$ cat config.mk
export PLATFORM = sky130hd
export DESIGN_NAME = tcgr_core
export DESIGN_NICKNAME = d
export VERILOG_FILES = /design/src/tcgr_pkg.sv /design/src/tcgr_tc_inc.sv /design/src/tcgr_core.sv
export SDC_FILE = /design/constraint.sdc
export NUM_CORES = 1
export LEC_CHECK = 0
export ABC_AREA = 1
export BUFFER_PORTS_ARGS = -buffer_cell sky130_fd_sc_hd__buf_2
export CAP_MARGIN = 30
export CELL_PAD_IN_SITES_DETAIL_PLACEMENT = 0
export CELL_PAD_IN_SITES_GLOBAL_PLACEMENT = 1
export CORE_MARGIN = 4
export CORE_UTILIZATION = 47
export CTS_CLUSTER_SIZE = 14
export DETAILED_ROUTE_END_ITERATION = 10
export PLACE_DENSITY = 0.95
export SYNTH_ARGS = -nofsm -noshare
export SYNTH_HDL_FRONTEND = slang
export SYNTH_SLANG_ARGS = --single-unit
$ cat constraint.sdc
create_clock -name clk -period 23.1 [get_ports clk]
set_input_delay 6.93 -clock clk [delete_from_list [all_inputs] [get_ports clk]]
set_output_delay 6.93 -clock clk [all_outputs]
set_load 0.01 [all_outputs]
$ cat src/tcgr_pkg.sv
package tcgr_pkg;

	// Timecode value in BCD-free binary fields
	typedef struct packed {
		logic [4:0] hours;
		logic [5:0] minutes;
		logic [5:0] seconds;
		logic [4:0] frames;
	} tcgr_tc_s;

	// Frame rate: drop-frame flag and highest frame number
	typedef struct packed {
		logic drop;
		logic [4:0] last_frame;
	} tcgr_rate_s;

	// Timecode modes, one-hot
	typedef enum logic [6:0] {
		TCGR_REC_GATED = 7'h01,
		TCGR_FREE_RUN = 7'h02,
		TCGR_CLOCK_LOCKED = 7'h04,
		TCGR_FOLLOW_STOP = 7'h08,
		TCGR_FOLLOW_AUTO = 7'h10,
		TCGR_FOLLOW_KEEP = 7'h20,
		TCGR_FOLLOW_AUTO_KEEP = 7'h40
	} tcgr_mode_e;

	// Automatic record sequencer
	typedef enum logic [2:0] {
		TCGR_AR_IDLE = 3'h1,
		TCGR_AR_HOLD = 3'h2,
		TCGR_AR_REC = 3'h4
	} tcgr_ar_e;

	localparam logic [4:0] TCGR_LAST_HOUR = 5'h17;
	localparam logic [5:0] TCGR_LAST_MINSEC = 6'h3B;
	localparam logic [4:0] TCGR_DF_FIRST_FRAME = 5'h02;
	localparam logic [4:0] TCGR_ND_FIRST_FRAME = 5'h00;
	localparam logic [5:0] TCGR_DF_KEEP_MINUTES = 6'h0A;
	// Frame ticks without incoming frames before the input counts as lost
	localparam logic [2:0] TCGR_LOSS_FRAMES = 3'h2;
	localparam tcgr_tc_s TCGR_TC_RESET = '0;
	localparam logic [31:0] TCGR_UBITS_RESET = 32'h0000_0000;

endpackage

$ cat src/tcgr_tc_inc.sv
`timescale 1ns/1ps
module tcgr_tc_inc (
	// Current value and rate
	input wire tcgr_pkg::tcgr_tc_s tc_in,
	input wire tcgr_pkg::tcgr_rate_s rate,
	// Value one frame later
	output tcgr_pkg::tcgr_tc_s tc_out
);

	always_comb begin
		tc_out = tc_in;
		if (tc_in.frames >= rate.last_frame) begin
			tc_out.frames = 5'h00;
			if (tc_in.seconds >= tcgr_pkg::TCGR_LAST_MINSEC) begin
				tc_out.seconds = 6'h00;
				if (tc_in.minutes >= tcgr_pkg::TCGR_LAST_MINSEC) begin
					tc_out.minutes = 6'h00;
					tc_out.hours = (tc_in.hours >= tcgr_pkg::TCGR_LAST_HOUR) ? 5'h00 : tc_in.hours + 5'h01;
				end else begin
					tc_out.minutes = tc_in.minutes + 6'h01;
				end
				// Frames 00 and 01 skipped at each new minute but every tenth
				if (rate.drop && (tc_out.minutes % tcgr_pkg::TCGR_DF_KEEP_MINUTES) != 6'h00) begin
					tc_out.frames = tcgr_pkg::TCGR_DF_FIRST_FRAME;
				end
			end else begin
				tc_out.seconds = tc_in.seconds + 6'h01;
			end
		end else begin
			tc_out.frames = tc_in.frames + 5'h01;
		end
	end

endmodule // tcgr_tc_inc

$ cat src/tcgr_core.sv
// How it works
// - Record-gated mode advances only while recording or while a file is still open, otherwise holds the value.
// - Record-gated restores held value at power-up and freezes on mode entry.
// - Free run advances always; loadable by jam or manual preset.
// - Clock-locked runs always, loaded from time-of-day on entry and time change.
// - Stop-on-loss readers track input, stop on loss; recording manual only.
// - Keep-running readers track input and count on alone after loss.
// - Auto-record readers start on advancing input, stop when input stops.
// - Auto-record waits a settle delay; shorter bursts never trigger.
// - Settle delay applies only in the two auto-record modes.
// - Pre-roll reaches back to first detection; without it file starts at the start of the second of expiry.
// - Files start on frame 0 (02 drop-frame), end on frame 0.
// - Playback outputs file start stamp advanced at configured rate.
// - Jam copies incoming value and user bits; cancelling changes nothing.
// - Flag incoming rate differing from configured rate, showing both.
// - Present frame difference between generator and incoming timecode.
// - User bits loadable manually, independent of jam.
`timescale 1ns/1ps
module tcgr_core (
	// Clock and reset
	input wire logic clk,
	input wire logic rstn,
	// Configuration
	input wire tcgr_pkg::tcgr_mode_e mode,
	input wire tcgr_pkg::tcgr_rate_s rate,
	input wire logic [7:0] holdoff_frames,
	input wire logic preroll_en,
	input wire tcgr_pkg::tcgr_tc_s held_tc,
	// Frame timing
	input wire logic frame_tick,
	// Incoming timecode
	input wire logic ext_stb,
	input wire tcgr_pkg::tcgr_tc_s follow_input_stop_on_loss,
	input wire logic [31:0] ext_ubits,
	input wire tcgr_pkg::tcgr_rate_s ext_rate,
	// User commands
	input wire logic jam_cmd,
	input wire logic preset_stb,
	input wire tcgr_pkg::tcgr_tc_s preset_tc,
	input wire logic ubits_stb,
	input wire logic [31:0] ubits_preset,
	input wire logic tod_stb,
	input wire tcgr_pkg::tcgr_tc_s tod_tc,
	input wire logic rec_start,
	input wire logic rec_stop,
	// Playback
	input wire logic play_active,
	input wire logic play_load,
	input wire tcgr_pkg::tcgr_tc_s play_stamp,
	// Timecode out
	output tcgr_pkg::tcgr_tc_s tc_out_q,
	output logic [31:0] ubits_q,
	// Recording
	output logic rec_active_q,
	output logic file_open_q,
	output logic [8:0] preroll_frames_q,
	// Monitoring
	output logic mismatch_q,
	output tcgr_pkg::tcgr_rate_s ext_rate_q,
	output logic signed [24:0] diff_q
);

	tcgr_pkg::tcgr_tc_s gen_q, gen_d, gen_inc, play_q, play_d, play_inc, ext_last_q, ext_last_d, tc_out_d;
	logic [31:0] ubits_d, ext_ubits_q, ext_ubits_d;
	logic init_done_q, init_done_d;
	tcgr_pkg::tcgr_mode_e mode_prev_q;
	logic ext_present_q, ext_present_d, ext_running_q, ext_running_d;
	logic [2:0] loss_cnt_q, loss_cnt_d;
	logic reader, auto_mode, keep_mode, advance;

	tcgr_pkg::tcgr_ar_e ar_q, ar_d;
	logic [7:0] hold_cnt_q, hold_cnt_d;
	logic man_rec_q, man_rec_d, rec_active_d, file_open_d;
	logic [8:0] preroll_d;
	logic [4:0] start_frame;
	logic [5:0] align, fps, back_mod, det_align;
	logic [7:0] back_frames;

	logic mismatch_d;
	tcgr_pkg::tcgr_rate_s ext_rate_d;
	logic signed [24:0] diff_d;
	logic [16:0] sod_gen, sod_ext;

	tcgr_tc_inc u_gen_inc (
		.tc_in(gen_q),
		.rate(rate),
		.tc_out(gen_inc)
	);

	tcgr_tc_inc u_play_inc (
		.tc_in(play_q),
		.rate(rate),
		.tc_out(play_inc)
	);

	assign reader = mode inside {tcgr_pkg::TCGR_FOLLOW_STOP, tcgr_pkg::TCGR_FOLLOW_AUTO,
		tcgr_pkg::TCGR_FOLLOW_KEEP, tcgr_pkg::TCGR_FOLLOW_AUTO_KEEP};
	assign auto_mode = mode inside {tcgr_pkg::TCGR_FOLLOW_AUTO, tcgr_pkg::TCGR_FOLLOW_AUTO_KEEP};
	assign keep_mode = mode inside {tcgr_pkg::TCGR_FOLLOW_KEEP, tcgr_pkg::TCGR_FOLLOW_AUTO_KEEP};

	// Generator, user bits, input tracking and playback
	always_comb begin
		unique case (mode)
			tcgr_pkg::TCGR_REC_GATED: advance = rec_active_q | file_open_q;
			tcgr_pkg::TCGR_FREE_RUN: advance = 1'b1;
			tcgr_pkg::TCGR_CLOCK_LOCKED: advance = 1'b1;
			tcgr_pkg::TCGR_FOLLOW_KEEP, tcgr_pkg::TCGR_FOLLOW_AUTO_KEEP: advance = ~ext_present_q;
			default: advance = 1'b0;
		endcase
		init_done_d = 1'b1;
		gen_d = gen_q;
		ubits_d = ubits_q;
		if (!init_done_q) begin
			gen_d = held_tc;
		end else if (jam_cmd) begin
			gen_d = ext_last_q;
			ubits_d = ext_ubits_q;
		end else if (preset_stb) begin
			gen_d = preset_tc;
		end else if (mode == tcgr_pkg::TCGR_CLOCK_LOCKED && (mode_prev_q != mode || tod_stb)) begin
			gen_d = tod_tc;
		end else if (reader && ext_stb) begin
			gen_d = follow_input_stop_on_loss;
		end else if (frame_tick && advance) begin
			gen_d = gen_inc;
		end
		if (ubits_stb && !jam_cmd) begin
			ubits_d = ubits_preset;
		end
		ext_last_d = ext_stb ? follow_input_stop_on_loss : ext_last_q;
		ext_ubits_d = ext_stb ? ext_ubits : ext_ubits_q;
		ext_present_d = ext_present_q;
		loss_cnt_d = loss_cnt_q;
		ext_running_d = ext_running_q;
		if (ext_stb) begin
			ext_present_d = 1'b1;
			loss_cnt_d = 3'h0;
			ext_running_d = (follow_input_stop_on_loss != ext_last_q);
		end else if (frame_tick && ext_present_q) begin
			loss_cnt_d = loss_cnt_q + 3'h1;
			if (loss_cnt_d >= tcgr_pkg::TCGR_LOSS_FRAMES) begin
				ext_present_d = 1'b0;
				ext_running_d = 1'b0;
			end
		end
		play_d = play_q;
		if (play_load) begin
			play_d = play_stamp;
		end else if (play_active && frame_tick) begin
			play_d = play_inc;
		end
		tc_out_d = play_active ? play_d : gen_d;
	end

	always_ff @(posedge clk or negedge rstn) begin
		if (!rstn) begin
			gen_q <= tcgr_pkg::TCGR_TC_RESET;
			ubits_q <= tcgr_pkg::TCGR_UBITS_RESET;
			init_done_q <= 1'b0;
			mode_prev_q <= tcgr_pkg::TCGR_REC_GATED;
			ext_last_q <= tcgr_pkg::TCGR_TC_RESET;
			ext_ubits_q <= tcgr_pkg::TCGR_UBITS_RESET;
			ext_present_q <= 1'b0;
			ext_running_q <= 1'b0;
			loss_cnt_q <= 3'h0;
			play_q <= tcgr_pkg::TCGR_TC_RESET;
			tc_out_q <= tcgr_pkg::TCGR_TC_RESET;
		end else begin
			gen_q <= gen_d;
			ubits_q <= ubits_d;
			init_done_q <= init_done_d;
			mode_prev_q <= mode;
			ext_last_q <= ext_last_d;
			ext_ubits_q <= ext_ubits_d;
			ext_present_q <= ext_present_d;
			ext_running_q <= ext_running_d;
			loss_cnt_q <= loss_cnt_d;
			play_q <= play_d;
			tc_out_q <= tc_out_d;
		end
	end

	// Recording control and whole-second file framing
	always_comb begin
		ar_d = ar_q;
		hold_cnt_d = hold_cnt_q;
		if (!auto_mode) begin
			ar_d = tcgr_pkg::TCGR_AR_IDLE;
			hold_cnt_d = 8'h00;
		end else begin
			unique case (ar_q)
				tcgr_pkg::TCGR_AR_IDLE: begin
					hold_cnt_d = 8'h00;
					if (ext_running_q) begin
						ar_d = tcgr_pkg::TCGR_AR_HOLD;
					end
				end
				tcgr_pkg::TCGR_AR_HOLD: begin
					if (!ext_running_q) begin
						ar_d = tcgr_pkg::TCGR_AR_IDLE;
					end else if (hold_cnt_q >= holdoff_frames) begin
						ar_d = tcgr_pkg::TCGR_AR_REC;
					end else if (frame_tick) begin
						hold_cnt_d = hold_cnt_q + 8'h01;
					end
				end
				tcgr_pkg::TCGR_AR_REC: begin
					if (!ext_running_q) begin
						ar_d = tcgr_pkg::TCGR_AR_IDLE;
					end
				end
				default: ar_d = tcgr_pkg::TCGR_AR_IDLE;
			endcase
		end
		man_rec_d = man_rec_q;
		if (auto_mode) begin
			man_rec_d = 1'b0;
		end else if (rec_stop) begin
			man_rec_d = 1'b0;
		end else if (rec_start) begin
			man_rec_d = 1'b1;
		end
		rec_active_d = auto_mode ? (ar_d == tcgr_pkg::TCGR_AR_REC) : man_rec_d;
		start_frame = rate.drop ? tcgr_pkg::TCGR_DF_FIRST_FRAME : tcgr_pkg::TCGR_ND_FIRST_FRAME;
		if (gen_q.frames >= start_frame) begin
			align = {1'b0, gen_q.frames - start_frame};
		end else begin
			align = {1'b0, gen_q.frames} + {1'b0, rate.last_frame} + 6'h01 - {1'b0, start_frame};
		end
		// Reach back to first detection if enabled, then to the start of that second
		back_frames = (auto_mode && preroll_en) ? hold_cnt_q : 8'h00;
		fps = {1'b0, rate.last_frame} + 6'h01;
		back_mod = 6'(back_frames % {2'h0, fps});
		if (align >= back_mod) begin
			det_align = align - back_mod;
		end else begin
			det_align = align + fps - back_mod;
		end
		file_open_d = file_open_q;
		preroll_d = preroll_frames_q;
		if (!file_open_q && rec_active_d) begin
			file_open_d = 1'b1;
			preroll_d = {1'b0, back_frames} + {3'h0, det_align};
		end else if (file_open_q && !rec_active_d && frame_tick && gen_d.frames == 5'h00) begin
			file_open_d = 1'b0;
		end
	end

	always_ff @(posedge clk or negedge rstn) begin
		if (!rstn) begin
			ar_q <= tcgr_pkg::TCGR_AR_IDLE;
			hold_cnt_q <= 8'h00;
			man_rec_q <= 1'b0;
			rec_active_q <= 1'b0;
			file_open_q <= 1'b0;
			preroll_frames_q <= 9'h000;
		end else begin
			ar_q <= ar_d;
			hold_cnt_q <= hold_cnt_d;
			man_rec_q <= man_rec_d;
			rec_active_q <= rec_active_d;
			file_open_q <= file_open_d;
			preroll_frames_q <= preroll_d;
		end
	end

	// Rate mismatch and drift monitor
	always_comb begin
		mismatch_d = mismatch_q;
		ext_rate_d = ext_rate_q;
		if (ext_stb) begin
			mismatch_d = (ext_rate != rate);
			ext_rate_d = ext_rate;
		end
		sod_gen = 17'(gen_q.hours) * 17'd3600 + 17'(gen_q.minutes) * 17'd60 + 17'(gen_q.seconds);
		sod_ext = 17'(ext_last_q.hours) * 17'd3600 + 17'(ext_last_q.minutes) * 17'd60 + 17'(ext_last_q.seconds);
		diff_d = (25'(sod_gen) - 25'(sod_ext)) * (25'(rate.last_frame) + 25'sd1)
			+ 25'(gen_q.frames) - 25'(ext_last_q.frames);
	end

	always_ff @(posedge clk or negedge rstn) begin
		if (!rstn) begin
			mismatch_q <= 1'b0;
			ext_rate_q <= '0;
			diff_q <= 25'sd0;
		end else begin
			mismatch_q <= mismatch_d;
			ext_rate_q <= ext_rate_d;
			diff_q <= diff_d;
		end
	end
endmodule // tcgr_core

==> results.md <==
- The mean number of vias per cell is 5.31.
- The synthesized cell area is 22500 um2.
- The CTS clock-pin slew for the worst setup and hold paths is 60 ps.
- Of all nets on the critical path, the largest fanout is 30.
- TritonCTS built the clock tree.
- The global-route total usage across every layer is 0.255.
- The flop-to-flop setup slack is 9390 ps.
- The number of iterations in the first detailed-routing pass is 5.
- Fill cells in the final layout number 4391.
- The XOR/XNOR share of the synthesized area is 0.0576.
- The post-CTS repair timing setup buffer count is 0.
- The worst register-to-register path begins at hold_cnt_q[7].
- The clock buffer count from CTS is 27.
- The area enclosed by the die boundary is 51400 um2.
- After detailed routing, the average wire length per cell comes to 17.3 um.
- The cell count after synthesis came out at 2941.
- For this configuration, the core starts out at a cell density of 0.479.
- The count of buffers added on input and output ports is 310.
- The count of endpoints failing hold in the final timing report is 0.
- In this run the worst setup path terminates at preroll_frames_q[6].
- The longest individual stage delay on the worst path is 730 ps.
- By area, the combinational part of the netlist is dominated by adder cells.
- The number of clock sinks is 220.
- The count of non-filler cells in the finished layout is 3862.
- The routed design has 66.7 mm of wire.
- The wire length of the first global-routing pass is 105 mm.
- The number of placed instances, taps included is 3806.
- The flow ran to the end, and the final reports show no timing, DRC or antenna violations.
- The maximum number of pins on one net before global-route repair is 120.
- The register area share after synthesis is 0.245.
- Data on the critical path arrives at its endpoint at 21280 ps.
- The adder and majority cell fraction of the synthesized area is 0.275.
- The critical register-to-register path endpoint is preroll_frames_q[6].
- After floorplanning, the core was sized to cover 47000 um2.
- The primary flip-flop cell chosen by synthesis mapping is sky130_fd_sc_hd__dfrtp_1.
- 311 I/O pins were placed.
- The routed layout has 20.5k vias.
- The number of cells upsized or downsized after cts is 0.
- The deepest level of the CTS H-tree is 1.
- Synthesis produced a netlist with a net count of 3564.
- The nature of the critical path startpoint is an input pin.
- In this run the horizontal extent of the chip is 227 um.
- For the worst flop-to-flop path, the logic depth is 83.
- The slew at the pin closest to its max-slew limit is 994 ps.
- The number of global-route vias before repair is 20.4k.
- STA puts the critical path data required time at 23540 ps.
- The violation count after the first detailed-route iteration is 1623.
- The post-layout utilization of the core is 0.546.
- Across the whole layout, storage elements account for 5510 um2.
- The number of max-slew violations in the final report is 0.
- Static timing analysis puts the maximum clock frequency at 0.0480 GHz.
- The clock latency at the later pin of the worst-skew pair is 590 ps.
- The initialized floorplan defines 79 standard-cell rows.
- Synthesis inferred 220 register bits.
- The tightest min-delay check is of the register to register type.
- Among the stages of the critical path, the cell type that occurs most often is sky130_fd_sc_hd__nand2_1.
- The total setup violations reported at the end of the flow is 0.
- The critical path is of the input pin to register type.
- Max-cap violations in this run came to 0.
- The normalized max-slew margin is 0.337.
- The initial antenna violation count is 10.
- The share of flip-flops with an asynchronous set or reset after synthesis is 1.00.
- The total overflow left after global routing is 0.
- The number of warnings printed during yosys synthesis is 0.
- The combined area of the multi-input logic cells is 14800 um2.
- For this design, the slowest cell found on the critical path is sky130_fd_sc_hd__inv_1.
- The number of design rule violations left after detail routing is 0.
- The clock skew after layout is 27.2 ps.
- The detail route stage leaves a number of antenna-violating nets equal to 0.
- The average size of a mapped cell is 7.65 um2.
- The worst setup path is captured at a register.
- Clock tree synthesis selected as its root buffer the cell sky130_fd_sc_hd__clkbuf_16.
- After the last flow step, the layout net total stands at 3851.
- The synthesized design contains 0 enable-type register cells.
- Setup repair after global routing left no endpoint under its margin.
- The die outline height is 227 um.
- The final critical path time including I/O delays and setup is 20840 ps.
- In this run the worst setup path begins at rate[0].
- After synthesis, the share of cell area in mux cells is 0.00195.
- Counting distinct cell types in the post-synthesis netlist gives 64.
- Of the total synthesized cell area, the portion taken by AND, OR, NAND and NOR gates is 0.201.
- The placed wire-length estimate is 54.2 mm.
- Dividing the final minimum period by the clock period gives 0.902.
- The clock passes through at most 3 buffers.
- Of the cells placed in the final design, the portion with a size suffix greater than 1 is 0.134.
- The total of hold buffers inserted after clock tree synthesis is 0.
- The final sum of negative setup slack is 0 ps.
- The signed area change from the synthesized netlist to the final layout is 14.0%.
- The fraction of the mapped netlist area in compound gates is 0.123.
- At the end of routability-driven placement, the weighted congestion stood at 0.933.
## worst max-delay path, delay by kind of cell
kind | cells | cell delay, ps
buffers and inverters | 9 | 1970
XOR/XNOR | 1 | 170
AO/OA/AOI/OAI | 33 | 5560
AND/OR/NAND/NOR | 28 | 2680
adder cells (fa/ha/maj) | 11 | 3920
## cell type report
class | instances | share of cell area
flip-flops and latches | 220 | 0.215
diodes | 6 | 0.000585
inverters | 505 | 0.0740
multi-input cells | 2153 | 0.579
clock buffers | 33 | 0.0284
repair buffers | 321 | 0.0649
clock inverters | 17 | 0.00907
well taps | 607 | 0.0296
## sequential cells by signal (all words and copies together), names as in the netlist, 6 cells and up
name and flops:
play_q 22, diff_q 25, mode_prev_q 7, ext_last_q 22, ext_rate_q 6, ext_ubits_q 32, tc_out_q 22, gen_q 22
ubits_q 32, hold_cnt_q 8, preroll_frames_q 9
## cells in the final DEF, fill, tap and decap left out, drive strengths merged, types with 24 or more instances in the layout
master  Yosys  routed
nand3      95      95
nor3       24      24
xor2       93      93
nor2      251     251
ha        266     266
clkbuf     51      33
xnor2      54      54
nand2     684     684
a31oi      51      51
buf        12     321
inv       503     508
fa        143     143
a21oi     173     173
o21ai     181     181
dfrtp     218     218
## logic make-up (layout without fill, tap and decap cells)
logic type,Yosys count,after routing
xor+xnor,147,147
fa+ha+maj,409,409
buf+inv,568,876
mux,3,3
compound gates,488,488
flops,220,220
other cells,1,7
simple gates,1105,1105
## synth_stat cells (all sizes together), types with 10 or more instances
library cell / instances / share of area
ha: 266 / 0.15
xor2: 93 / 0.037
fa: 143 / 0.13
o22ai: 12 / 0.0033
a21o: 10 / 0.0033
a21oi: 173 / 0.039
nand2: 684 / 0.12
o21bai: 15 / 0.0050
o21ai: 181 / 0.042
nor2: 251 / 0.044
clkbuf: 51 / 0.0085
buf: 12 / 0.0028
nand4: 18 / 0.0050
xnor2: 54 / 0.021
o211ai: 19 / 0.0070
dfrtp: 218 / 0.24
inv: 503 / 0.084
nand3: 95 / 0.022
a31oi: 51 / 0.014
nor3: 24 / 0.0053
or2: 17 / 0.0047
## metal layers
layer	GRT usage	up-vias	wire [um]
met5	0	-	23
li1	-	9975	-
met2	0.431	712	32100
met4	0.0695	4	1740
met1	0.346	9710	28400
met3	0.0351	116	4430
## stage by stage
stage | hold slack [ps] | setup slack, ps | area [um2]
global route | 483 | 718 | 25600
finish | 472 | 2260 | 25700
detailed placement | 459 | 1840 | 24700
CTS | 474 | 2390 | 25600
global placement | 454 | 2330 | 24600
floorplan | 442 | 4040 | 22500
## worst min-delay path by stage
stage,from,to,depth (start not counted)
after floorplan,ext_ubits_q[0],ext_ubits_q[0],2
final,ext_rate_q[5],ext_rate_q[5],2
after detailed placement,ext_rate_q[5],ext_rate_q[5],2
after global placement,ext_rate_q[5],ext_rate_q[5],2
after CTS,ext_rate_q[5],ext_rate_q[5],2
after global routing,ext_ubits_q[7],ext_ubits_q[7],2
Power is left out: the tool's default activity adds up to more than one toggle a clock period on the data nets, which glitch-free logic cannot reach.
